`src/core/pscd_map.vh`:
```
`ifndef PSCD_MAP_VH
`define PSCD_MAP_VH
`define PSCD_TIE_GND 2'h0
`define PSCD_TIE_FAST 2'h1
`define PSCD_TIE_GIG 2'h2
`define PSCD_TIE_VDD 2'h3
`define PSCD_SETUP_SINGLE 5'h17
`define PSCD_SETUP_MULTI 5'h18
`define PSCD_SETUP_SLAVE 5'h19
`define PSCD_SETUP_MASTER 5'h1a
`define PSCD_MS_SINGLE 5'h03
`define PSCD_MS_MULTI 5'h0f
`define PSCD_MS_SLAVE 5'h13
`define PSCD_MS_MASTER 5'h1f
`define PSCD_ADV_ALL 4'hf
`define PSCD_CTRL_AN_BIT12 1'h1
`define PSCD_CTRL_BIT13 1'h0
`define PSCD_CTRL_BIT6 1'h1
`define PSCD_ADDR_RST 5'h00
`define PSCD_SETUP_RST 5'h17
`define PSCD_SETUP_MSB 4'hf
`define PSCD_SETUP_LSB 4'hb
`define PSCD_CTRL_SPEED_LO_POS 4'hd
`define PSCD_CTRL_AN_POS 4'hc
`define PSCD_CTRL_DUPLEX_POS 4'h8
`define PSCD_CTRL_SPEED_HI_POS 4'h6
`define PSCD_CTRL_BIT8 1'h0
`define PSCD_ADV_PAUSE_POS 4'ha
`define PSCD_ADV_MSB 4'h8
`define PSCD_ADV_LSB 4'h5
`define PSCD_MS_MSB 4'hc
`define PSCD_MS_LSB 4'h8
`endif

```
`src/core/pscd_pin_decode.v`:
```
`include "pscd_map.vh"

// pure decode of the tie values; the caller latches the result once
module pscd_pin_decode (
    input wire [1:0] addr_low_tie_in,
    input wire [1:0] addr_high_tie_in,
    input wire [1:0] setup_low_tie_in,
    input wire [1:0] setup_high_tie_in,
    output reg [2:0] addr_out,
    output reg pause_out,
    output reg [4:0] setup_out,
    output reg setup_valid_out
);
    always @* begin
        pause_out = addr_high_tie_in[1];
        addr_out = {addr_high_tie_in[0], addr_low_tie_in};
        setup_valid_out = (setup_high_tie_in == `PSCD_TIE_GIG);
        case (setup_low_tie_in)
            `PSCD_TIE_GND: setup_out = `PSCD_SETUP_SINGLE;
            `PSCD_TIE_FAST: setup_out = `PSCD_SETUP_MULTI;
            `PSCD_TIE_GIG: setup_out = `PSCD_SETUP_SLAVE;
            default: setup_out = `PSCD_SETUP_MASTER;
        endcase
    end
endmodule

```
`src/core/pscd_strap_decoder.v`:
```
`include "pscd_map.vh"

// Notes on behaviour
// each configuration pin arrives as a two-bit tie value: 0 ground, 1 fast, 2 gig, 3 supply.
// the four pins are sampled once, on the first clock after hardware reset is released.
// pin ties alone select any management address from 0 to 7.
// addresses above 7 come only from a software write of the five-bit address field.
// the address-high pin sets pause from its upper bit and address bit 2 from its lower bit.
// the address-low tie value is address bits 1:0 in binary.
// mode-high at 2 with mode-low 0..3 loads the setup field with 10111..11010; else reserved.
// the setup field (register 19 bits 15:11) is loaded right after reset from the mode pins.
// valid setup presets control bits 13,12,6 to 0,1,1 and all four speed advert bits to 1.
// master/slave bits 12:8 are 00011, 01111, 10011 or 11111 by setup value.
// a software reset keeps the current values and never looks at the pins.
// a software write of the setup field does not re-derive any dependent bit.
// the power-down pin gates every function except the management interface.
// control, advert and master/slave values are 16-bit register images writable over the management interface.
// decoded values hold between hardware resets except for explicit software writes.
module pscd_strap_decoder (
    input wire REF_CLK_IN,
    input wire RESET_IN,
    input wire [1:0] ADDR_LOW_SELECT_PIN_IN,
    input wire [1:0] ADDR_HIGH_PAUSE_PIN_IN,
    input wire [1:0] SETUP_LOW_SELECT_PIN_IN,
    input wire [1:0] SETUP_HIGH_SELECT_PIN_IN,
    input wire HW_POWERDOWN_PIN_IN,
    input wire SW_RESET_IN,
    input wire ADDR_WR_IN,
    input wire [4:0] ADDR_WDATA_IN,
    input wire SETUP_WR_IN,
    input wire [4:0] SETUP_WDATA_IN,
    input wire CTRL_WR_IN,
    input wire [15:0] CTRL_WDATA_IN,
    input wire ADV_WR_IN,
    input wire [15:0] ADV_WDATA_IN,
    input wire MS_WR_IN,
    input wire [15:0] MS_WDATA_IN,
    output reg [4:0] MGMT_STATION_ADDRESS_OUT,
    output reg PAUSE_ADV_OUT,
    output reg [15:0] SETUP_REG_OUT,
    output reg [15:0] CTRL_REG_OUT,
    output reg [15:0] ADV_REG_OUT,
    output reg [15:0] MS_REG_OUT,
    output reg SETUP_RESERVED_OUT,
    output reg CONFIG_DONE_OUT,
    output reg FUNC_ENABLE_OUT,
    output reg MGMT_ENABLE_OUT
);
    localparam [1:0] ST_RESET = 2'h0;
    localparam [1:0] ST_SAMPLE = 2'h1;
    localparam [1:0] ST_RUN = 2'h2;

    reg [1:0] state_q;
    reg [1:0] state_d;
    wire strap_edge;
    wire [2:0] dec_addr;
    wire dec_pause;
    wire [4:0] dec_setup;
    wire dec_valid;
    reg [4:0] ms_preset;
    reg [4:0] setup_preset;
    reg [15:0] setup_image;
    reg [15:0] ctrl_image;
    reg [15:0] adv_image;
    reg [15:0] ms_image;
    reg [4:0] addr_d;
    reg pause_d;
    reg [15:0] setup_d;
    reg [15:0] ctrl_d;
    reg [15:0] adv_d;
    reg [15:0] ms_d;
    reg reserved_d;
    reg done_d;
    reg func_en_d;
    reg mgmt_en_d;

    // pins are treated as synchronous; decode is combinational and only the sample edge uses it
    pscd_pin_decode pscd_pin_decode_i (
        .addr_low_tie_in(ADDR_LOW_SELECT_PIN_IN),
        .addr_high_tie_in(ADDR_HIGH_PAUSE_PIN_IN),
        .setup_low_tie_in(SETUP_LOW_SELECT_PIN_IN),
        .setup_high_tie_in(SETUP_HIGH_SELECT_PIN_IN),
        .addr_out(dec_addr),
        .pause_out(dec_pause),
        .setup_out(dec_setup),
        .setup_valid_out(dec_valid)
    );

    // the reset state lasts exactly one edge after release, which is the only strap edge
    assign strap_edge = (state_q == ST_RESET);

    always @* begin
        state_d = ST_RESET;
        case (state_q)
            ST_RESET: begin
                state_d = ST_SAMPLE;
            end
            ST_SAMPLE: begin
                state_d = ST_RUN;
            end
            ST_RUN: begin
                state_d = ST_RUN;
                if (SW_RESET_IN) begin
                    // a soft reset must never walk back into the strap edge
                    state_d = ST_RUN;
                end
            end
            default: begin
                state_d = ST_RESET;
            end
        endcase
    end

    always @* begin
        case (dec_setup)
            `PSCD_SETUP_SINGLE: ms_preset = `PSCD_MS_SINGLE;
            `PSCD_SETUP_MULTI: ms_preset = `PSCD_MS_MULTI;
            `PSCD_SETUP_SLAVE: ms_preset = `PSCD_MS_SLAVE;
            default: ms_preset = `PSCD_MS_MASTER;
        endcase
        if (!dec_valid) begin
            // reserved straps fall back to the single-port image, like the setup field does
            ms_preset = `PSCD_MS_SINGLE;
        end
    end

    // preset images for the strap edge; every bit without a preset starts at zero
    always @* begin
        setup_preset = dec_valid ? dec_setup : `PSCD_SETUP_RST;
        setup_image = 16'h0000;
        setup_image[`PSCD_SETUP_MSB:`PSCD_SETUP_LSB] = setup_preset;
        ctrl_image = 16'h0000;
        ctrl_image[`PSCD_CTRL_SPEED_LO_POS] = `PSCD_CTRL_BIT13;
        ctrl_image[`PSCD_CTRL_AN_POS] = `PSCD_CTRL_AN_BIT12;
        // bit 8 has its own explicit preset, PSCD_CTRL_BIT8, which is zero, so the strap edge loads it as 0
        ctrl_image[`PSCD_CTRL_DUPLEX_POS] = `PSCD_CTRL_BIT8;
        ctrl_image[`PSCD_CTRL_SPEED_HI_POS] = `PSCD_CTRL_BIT6;
        adv_image = 16'h0000;
        adv_image[`PSCD_ADV_MSB:`PSCD_ADV_LSB] = `PSCD_ADV_ALL;
        adv_image[`PSCD_ADV_PAUSE_POS] = dec_pause;
        ms_image = 16'h0000;
        ms_image[`PSCD_MS_MSB:`PSCD_MS_LSB] = ms_preset;
    end

    // the strap load wins over a write in the same cycle; writes count from the next edge on
    always @* begin
        addr_d = MGMT_STATION_ADDRESS_OUT;
        pause_d = PAUSE_ADV_OUT;
        setup_d = SETUP_REG_OUT;
        ctrl_d = CTRL_REG_OUT;
        adv_d = ADV_REG_OUT;
        ms_d = MS_REG_OUT;
        reserved_d = SETUP_RESERVED_OUT;
        if (strap_edge) begin
            addr_d = {2'b00, dec_addr};
            pause_d = dec_pause;
            setup_d = setup_image;
            ctrl_d = ctrl_image;
            adv_d = adv_image;
            ms_d = ms_image;
            reserved_d = ~dec_valid;
        end else begin
            if (ADDR_WR_IN) begin
                // the only way to reach an address above 7
                addr_d = ADDR_WDATA_IN;
            end
            if (SETUP_WR_IN) begin
                // dependent images stay put: derivation belongs to hardware reset alone
                setup_d = 16'h0000;
                setup_d[`PSCD_SETUP_MSB:`PSCD_SETUP_LSB] = SETUP_WDATA_IN;
            end
            if (CTRL_WR_IN) begin
                ctrl_d = CTRL_WDATA_IN;
            end
            if (ADV_WR_IN) begin
                // the pause output mirrors its bit of the advertisement image
                adv_d = ADV_WDATA_IN;
                pause_d = ADV_WDATA_IN[`PSCD_ADV_PAUSE_POS];
            end
            if (MS_WR_IN) begin
                ms_d = MS_WDATA_IN;
            end
        end
    end

    always @* begin
        done_d = ~strap_edge;
        mgmt_en_d = 1'b1;
        func_en_d = ~HW_POWERDOWN_PIN_IN & ~strap_edge;
    end

    always @(posedge REF_CLK_IN or posedge RESET_IN) begin
        if (RESET_IN) begin
            state_q <= ST_RESET;
        end else begin
            state_q <= state_d;
        end
    end

    // only hardware reset clears these; a soft reset leaves the register contents in charge
    always @(posedge REF_CLK_IN or posedge RESET_IN) begin
        if (RESET_IN) begin
            MGMT_STATION_ADDRESS_OUT <= `PSCD_ADDR_RST;
            PAUSE_ADV_OUT <= 1'b0;
            SETUP_REG_OUT <= 16'h0000;
            CTRL_REG_OUT <= 16'h0000;
            ADV_REG_OUT <= 16'h0000;
            MS_REG_OUT <= 16'h0000;
            SETUP_RESERVED_OUT <= 1'b0;
            CONFIG_DONE_OUT <= 1'b0;
        end else begin
            MGMT_STATION_ADDRESS_OUT <= addr_d;
            PAUSE_ADV_OUT <= pause_d;
            SETUP_REG_OUT <= setup_d;
            CTRL_REG_OUT <= ctrl_d;
            ADV_REG_OUT <= adv_d;
            MS_REG_OUT <= ms_d;
            SETUP_RESERVED_OUT <= reserved_d;
            CONFIG_DONE_OUT <= done_d;
        end
    end

    // the management side comes up regardless of power-down so software can still get in
    always @(posedge REF_CLK_IN or posedge RESET_IN) begin
        if (RESET_IN) begin
            FUNC_ENABLE_OUT <= 1'b0;
            MGMT_ENABLE_OUT <= 1'b0;
        end else begin
            FUNC_ENABLE_OUT <= func_en_d;
            MGMT_ENABLE_OUT <= mgmt_en_d;
        end
    end
endmodule

```
`config.mk`:
```
export PLATFORM = sky130hd
export DESIGN_NAME = pscd_strap_decoder
export DESIGN_NICKNAME = d
export VERILOG_FILES = /design/src/core/pscd_pin_decode.v /design/src/core/pscd_strap_decoder.v
export VERILOG_INCLUDE_DIRS = /design/src /design/src/core
export SDC_FILE = /design/constraint.sdc
export NUM_CORES = 1
export LEC_CHECK = 0
export CORE_AREA = 2 2 80 82
export DETAILED_ROUTE_END_ITERATION = 10
export DIE_AREA = 0 0 82 84
export DONT_BUFFER_PORTS = 1
export PLACE_DENSITY_LB_ADDON = 0.25
export RECOVER_POWER = 25
export SYNTH_ARGS = -nofsm -noshare
export SYNTH_HDL_FRONTEND = slang
export SYNTH_SLANG_ARGS = --single-unit
```
`constraint.sdc`:
```
create_clock -name REF_CLK_IN -period 4.7 [get_ports REF_CLK_IN]
set_clock_uncertainty 0.15 [all_clocks]
set_input_delay 0.47 -clock REF_CLK_IN [delete_from_list [all_inputs] [get_ports REF_CLK_IN]]
set_output_delay 0.47 -clock REF_CLK_IN [all_outputs]
set_load 0.01 [all_outputs]
```
==> out/qor.txt, run 1 <==
status = complete, no violations
area leader, netlist = dfrtp_1
CTS buffer count = 9
Least-Margin Pin Slew = 1.06 ns
simple-gate share of the synthesized area = 8.01%
Peak Freq = 425 MHz
Final period util = 50.0%
Peak supply drop = 0.000144 V
RSZ-0062 raised after global routing = no
PostCTS Resize Cnt = 0
Clock Root Buffer = clkbuf_8
Compound-Gate Fraction of Synth Area = 3.17%
post-synthesis xor/xnor area fraction = 0%
met2 wire len = 2.65 mm
# IOs = 149
worst path required time = 4.78 ns
proportion of layout cells with a drive suffix above 1 = 6.78%
cts hold-fix bufs = 0
Fillers = 582
port bufs = 0
initial antenna violation count = 0
Syn Std Cell Area = 2840 sq um
min Tclk post-route = 2.35 ns
gpl congestion = 0.684
worst rel slew slack = 29.5%
slowest cell on the critical path = ha_2
H-tree Lvls = 3
number of global-route vias before repair = 1644
CTS tree = done
data arrival time of the critical path = 2.43 ns
Core ar. = 6100 sq um
Seq/Total Area, Yosys = 56.4%
WL per Instance = 17.5 um
first-pass GRT wire length = 8.28 mm
most used cell, CP = inv_1
synth warn = 0
fraction of synthesized area in multiplexers = 20.1%
Final setup viols = 0
most frequent cells in the layout = 64 x dfrtp_1, 57 x mux2i_1, 41 x nor2_1, 14 x nand2_1, 12 x conb_1
Antenna Nets Post-Route = 0
DRT Pass-1 Iters = 4
Final Slew Violations = 0
Die X-Extent = 82 um
total track usage = 16.4%
Die Span Y = 84 um
Pwr Density = 392 nW/um^2
commonest non-fill, non-tap cell in the layout = dfrtp_1
clk slew on worst S/H paths = 0.07 ns
Met1 Wirelength = 2.16 mm
CP cell instances = inv_1, ha_2, inv_1, a22oi_1
Max FO, Critical Path = 57
combinational family with the most area after synthesis = multiplexers
Final Hold Viols = 0
worst hold path type = in -> reg
Clock Latency Late Sink = 0.32 ns
CTS Sinks = 64
Max Cap Viol = 0
metal3 WL = 589 um
Final Util = 47.8%
total chip power = 1.14 mW
Setup Fix Bufs, Post-CTS = 0
Bufs on Longest Clock Path = 2
total gr overflow = 0
via-per-instance ratio = 5.02
slowest stage delay, CP = 0.86 ns
Rows = 29
R2R setup slack = 2.35 ns
Syn-to-layout area delta = 2.64%
r2r endpoint = SETUP_REG_OUT[11]$_DFFE_PP0P_
FF-to-FF Start = state_q[0]$_DFF_PP0_
initial DRC count = 58
Leakage = 1.47 nW
Worst setup SP type = register
largest net degree at the start of global routing = 65
Initial Utilization = 46.6%
Crit. End Element = register
nets = 313
drc violations = 0
setup TNS = 0 ns
CP endpoint = SETUP_REG_OUT[11]$_DFFE_PP0P_
Worst Hold Margin = 0.0429 ns
DR vias = 1571
Top Layer Used = met4
die area = 6890 sq um
Seq cells post-synth = 64
critical path class = reg -> reg
FF-to-FF path depth = 4
synthesized area per cell = 12.0 sq um
cell count after synthesis = 236
Post-DP HPWL = 3.88 mm
WL final = 5.48 mm
Critical Path Start = state_q[0]$_DFF_PP0_
antenna cells = 0
Cell variety after synth = 20
dominant cells by area after synthesis = dfrtp_1 56%, mux2i_1 20%, nor2_1 5.4%
area share of the leading cell type in the synthesized netlist = 56.4%
Synth Area in Adders = 3.08%
## synth_stat cells (all sizes together)
cell type  count
nor2          41
o22ai          1
o21bai         1
inv            6
conb           2
mux2i         57
dfrtp         64
a21oi          1
nand2         14
a211oi         1
and3b          1
a22oi          2
ha             7
nor2b          2
o21ai          8
buf           27
a2bb2oi        1
## worst max-delay path, delay by kind of cell (launching register included)
kind	cells	cell delay, ns
AOI/OAI and AO/OA	1	0.29
adders and majority gates	1	0.86
buffers and inverters	2	0.56
DFF	1	0.36
## how the worst min path moves through the flow
stage | start | endpoint | slack (ns) | depth (start not counted)
final | HW_POWERDOWN_PIN_IN | FUNC_ENABLE_OUT$_DFF_PP0_ | 0.04 | 1
after global routing | HW_POWERDOWN_PIN_IN | FUNC_ENABLE_OUT$_DFF_PP0_ | 0.02 | 1
after CTS | HW_POWERDOWN_PIN_IN | FUNC_ENABLE_OUT$_DFF_PP0_ | 0.02 | 1
after detailed placement | HW_POWERDOWN_PIN_IN | FUNC_ENABLE_OUT$_DFF_PP0_ | 0.39 | 1
after global placement | HW_POWERDOWN_PIN_IN | FUNC_ENABLE_OUT$_DFF_PP0_ | 0.38 | 1
after floorplan | state_q[1]$_DFF_PP0_ | state_q[1]$_DFF_PP0_ | 0.37 | 2
## per-layer routing
metal,GRT usage [%],vias up
met5,0,-
met4,9.39,0
met3,5.84,8
met2,25.0,86
met1,19.7,739
li1,-,738
## through the flow
stage / cells / worst slack [ns] / cell area, sq um
finish: 313 / 2.35 / 2920
floorplan: 246 / 2.48 / 2880
global placement: 297 / 2.35 / 2750
detailed placement: 297 / 2.35 / 2750
CTS: 313 / 2.33 / 2920
global route: 313 / 2.05 / 2920
## state kept, by name, summed over array words and instances (netlist names), 2 cells and up
name and count:
ADV_REG_OUT 16, CTRL_REG_OUT 16, MS_REG_OUT 16, MGMT_STATION_ADDRESS_OUT 5, SETUP_REG_OUT 5, state_q 2
## power by group
part	internal (mW)	switching [mW]
clock network	0.202	0.194
registers	0.603	0.0609
logic	0.0405	0.0419
total	0.845	0.297
## layout make-up
cell class	instances	area [sq um]	area share, %
timing repair buffer	1	7.51	0.257
inverter	6	22.5	0.772
sequential	64	1600	54.9
multi-input combinational	149	1020	35.1
clock buffer	12	145	4.98
clock inverter	4	20.0	0.686
tap	77	96.3	3.30
## kinds of logic after synthesis
logic type               Yosys count
buffers and inverters             33
adder cells (fa/ha/maj)            7
multiplexers                      57
AO/OA/AOI/OAI                     15
AND/OR/NAND/NOR                   58
other                              2
flip-flops                        64
(Power assumes the default switching activity.)
==> run 2, diff against run 1 <==
==> constraint.sdc (replaced) <==
create_clock -name REF_CLK_IN -period 2 [get_ports REF_CLK_IN]
set_clock_uncertainty 0.15 [all_clocks]
set_input_delay 0.2 -clock REF_CLK_IN [delete_from_list [all_inputs] [get_ports REF_CLK_IN]]
set_output_delay 0.2 -clock REF_CLK_IN [all_outputs]
set_load 0.01 [all_outputs]
==> run 2 against run 1 <==
  * The run now fails in clock tree synthesis (4_1_cts)
  * Synthesized cell count did not move
  * Synthesized area did not move
==> out/qor.txt, run 2 <==
synth warn = 0
cts hold-fix bufs = 102
count leader, synth = dfrtp_1
H-tree Lvls = 3
Die Span Y = 84 um
synthesized area per cell = 12.0 sq um
Rows = 29
Fail Step = clock tree synthesis (4_1_cts)
Seq/Total Area, Yosys = 56.4%
Async S/R FF share, synth = 100%
Seq cells post-synth = 64
CTS buffer count = 9
CTS Sinks = 64
Syn Std Cell Area = 2840 sq um
Initial Utilization = 46.6%
status = stopped before the end
Post-DP HPWL = 4.13 mm
Clock Root Buffer = clkbuf_8
Setup Fix Bufs, Post-CTS = 0
PostCTS Resize Cnt = 0
number of flops mapped to enable cells by yosys = 0
Die X-Extent = 82 um
Cell variety after synth = 20
gpl congestion = 0.702
area leader, netlist = dfrtp_1
dominant cells by area after synthesis = dfrtp_1 56%, mux2i_1 20%, nor2_1 5.4%
Bufs on Longest Clock Path = 2
top_reg_cell synth = dfrtp_1
cell count after synthesis = 236
# IOs = 149
Error = [ERROR RSZ-0060] Max buffer count reached.
most common library cells after synthesis = 64 x dfrtp_1, 57 x mux2i_1, 41 x nor2_1
port bufs = 0
area share of the leading cell type in the synthesized netlist = 56.4%
-- run 2: cells by family after synthesis --
family | Yosys count | synth area share (%)
flops | 64 | 56.4
simple gates | 58 | 8.01
mux | 57 | 20.1
buf+inv | 33 | 9.03
compound gates | 15 | 3.17
fa+ha+maj | 7 | 3.08
other cells | 2 | 0.264
-- run 2: metrics by stage --
step	instances	setup WS (ns)	hold WS [ns]	cell area (sq um)	utilization (%)
3_5_place_dp	300	0.432	0.00204	2770	45.5
3_3_place_gp	300	0.494	0.00291	2770	45.5
2_1_floorplan	246	0.0519	0.111	2880	-
==> run 3, diff against run 2 <==
--- a/config.mk
+++ b/config.mk
@@ -6,11 +6,11 @@
 export SDC_FILE = /design/constraint.sdc
 export NUM_CORES = 1
 export LEC_CHECK = 0
-export CORE_AREA = 2 2 80 82
+export CORE_AREA = 2 2 95 97
 export DETAILED_ROUTE_END_ITERATION = 10
-export DIE_AREA = 0 0 82 84
+export DIE_AREA = 0 0 97 99
 export DONT_BUFFER_PORTS = 1
-export PLACE_DENSITY_LB_ADDON = 0.25
+export PLACE_DENSITY_LB_ADDON = 0.15
 export RECOVER_POWER = 25
 export SYNTH_ARGS = -nofsm -noshare
 export SYNTH_HDL_FRONTEND = slang
==> constraint.sdc (replaced) <==
create_clock -name REF_CLK_IN -period 2.6 [get_ports REF_CLK_IN]
set_clock_uncertainty 0.15 [all_clocks]
set_input_delay 0.26 -clock REF_CLK_IN [delete_from_list [all_inputs] [get_ports REF_CLK_IN]]
set_output_delay 0.26 -clock REF_CLK_IN [all_outputs]
set_load 0.01 [all_outputs]
==> run 3 against run 2 <==
  * The flow again stops in clock tree synthesis (4_1_cts)
  * Synthesized cell count is the same
  * Synthesized area is the same
==> out/qor.txt, run 3 <==
number of flops mapped to enable cells by yosys = 0
Async S/R FF share, synth = 100%
area leader, netlist = dfrtp_1
H-tree Lvls = 3
Seq cells post-synth = 64
Setup Fix Bufs, Post-CTS = 0
Cell variety after synth = 20
top_reg_cell synth = dfrtp_1
synthesized area per cell = 12.0 sq um
Compound-Gate Fraction of Synth Area = 3.17%
Syn Std Cell Area = 2840 sq um
Error = [ERROR RSZ-0060] Max buffer count reached.
dominant cells by area after synthesis = dfrtp_1 56%, mux2i_1 20%, nor2_1 5.4%
cell count after synthesis = 236
Seq/Total Area, Yosys = 56.4%
Clock Root Buffer = clkbuf_8
Synth Area in Adders = 3.08%
cts hold-fix bufs = 102
post-synthesis xor/xnor area fraction = 0%
Die Span Y = 99 um
area share of the leading cell type in the synthesized netlist = 56.4%
gpl congestion = 0.710
Post-DP HPWL = 4.27 mm
count leader, synth = dfrtp_1
Die X-Extent = 97 um
status = stopped before the end
Initial Utilization = 33.2%
simple-gate share of the synthesized area = 8.01%
synth warn = 0
PostCTS Resize Cnt = 0
Bufs on Longest Clock Path = 2
Fail Step = clock tree synthesis (4_1_cts)
# IOs = 149
most common library cells after synthesis = 64 x dfrtp_1, 57 x mux2i_1, 41 x nor2_1
Rows = 34
CTS Sinks = 64
port bufs = 0
CTS buffer count = 9
DP Cell Count = 330
fraction of synthesized area in multiplexers = 20.1%
combinational family with the most area after synthesis = multiplexers
## run 3: cell counts after synthesis
No cell type changed its count.
## run 3: cells by family after synthesis
kind of cell	count (synthesis)
buffers and inverters	33
adder cells (fa/ha/maj)	7
other	2
AND/OR/NAND/NOR	58
AO/OA/AOI/OAI	15
flip-flops	64
multiplexers	57
## run 3: stage by stage
step / hold WS, ns / area (sq um) / setup WS (ns) / util [%]
after floorplan: 0.171 / 2880 / 0.592 / -
after global placement: 0.176 / 2810 / 0.955 / 32.8
after detailed placement: 0.177 / 2810 / 0.944 / 32.8
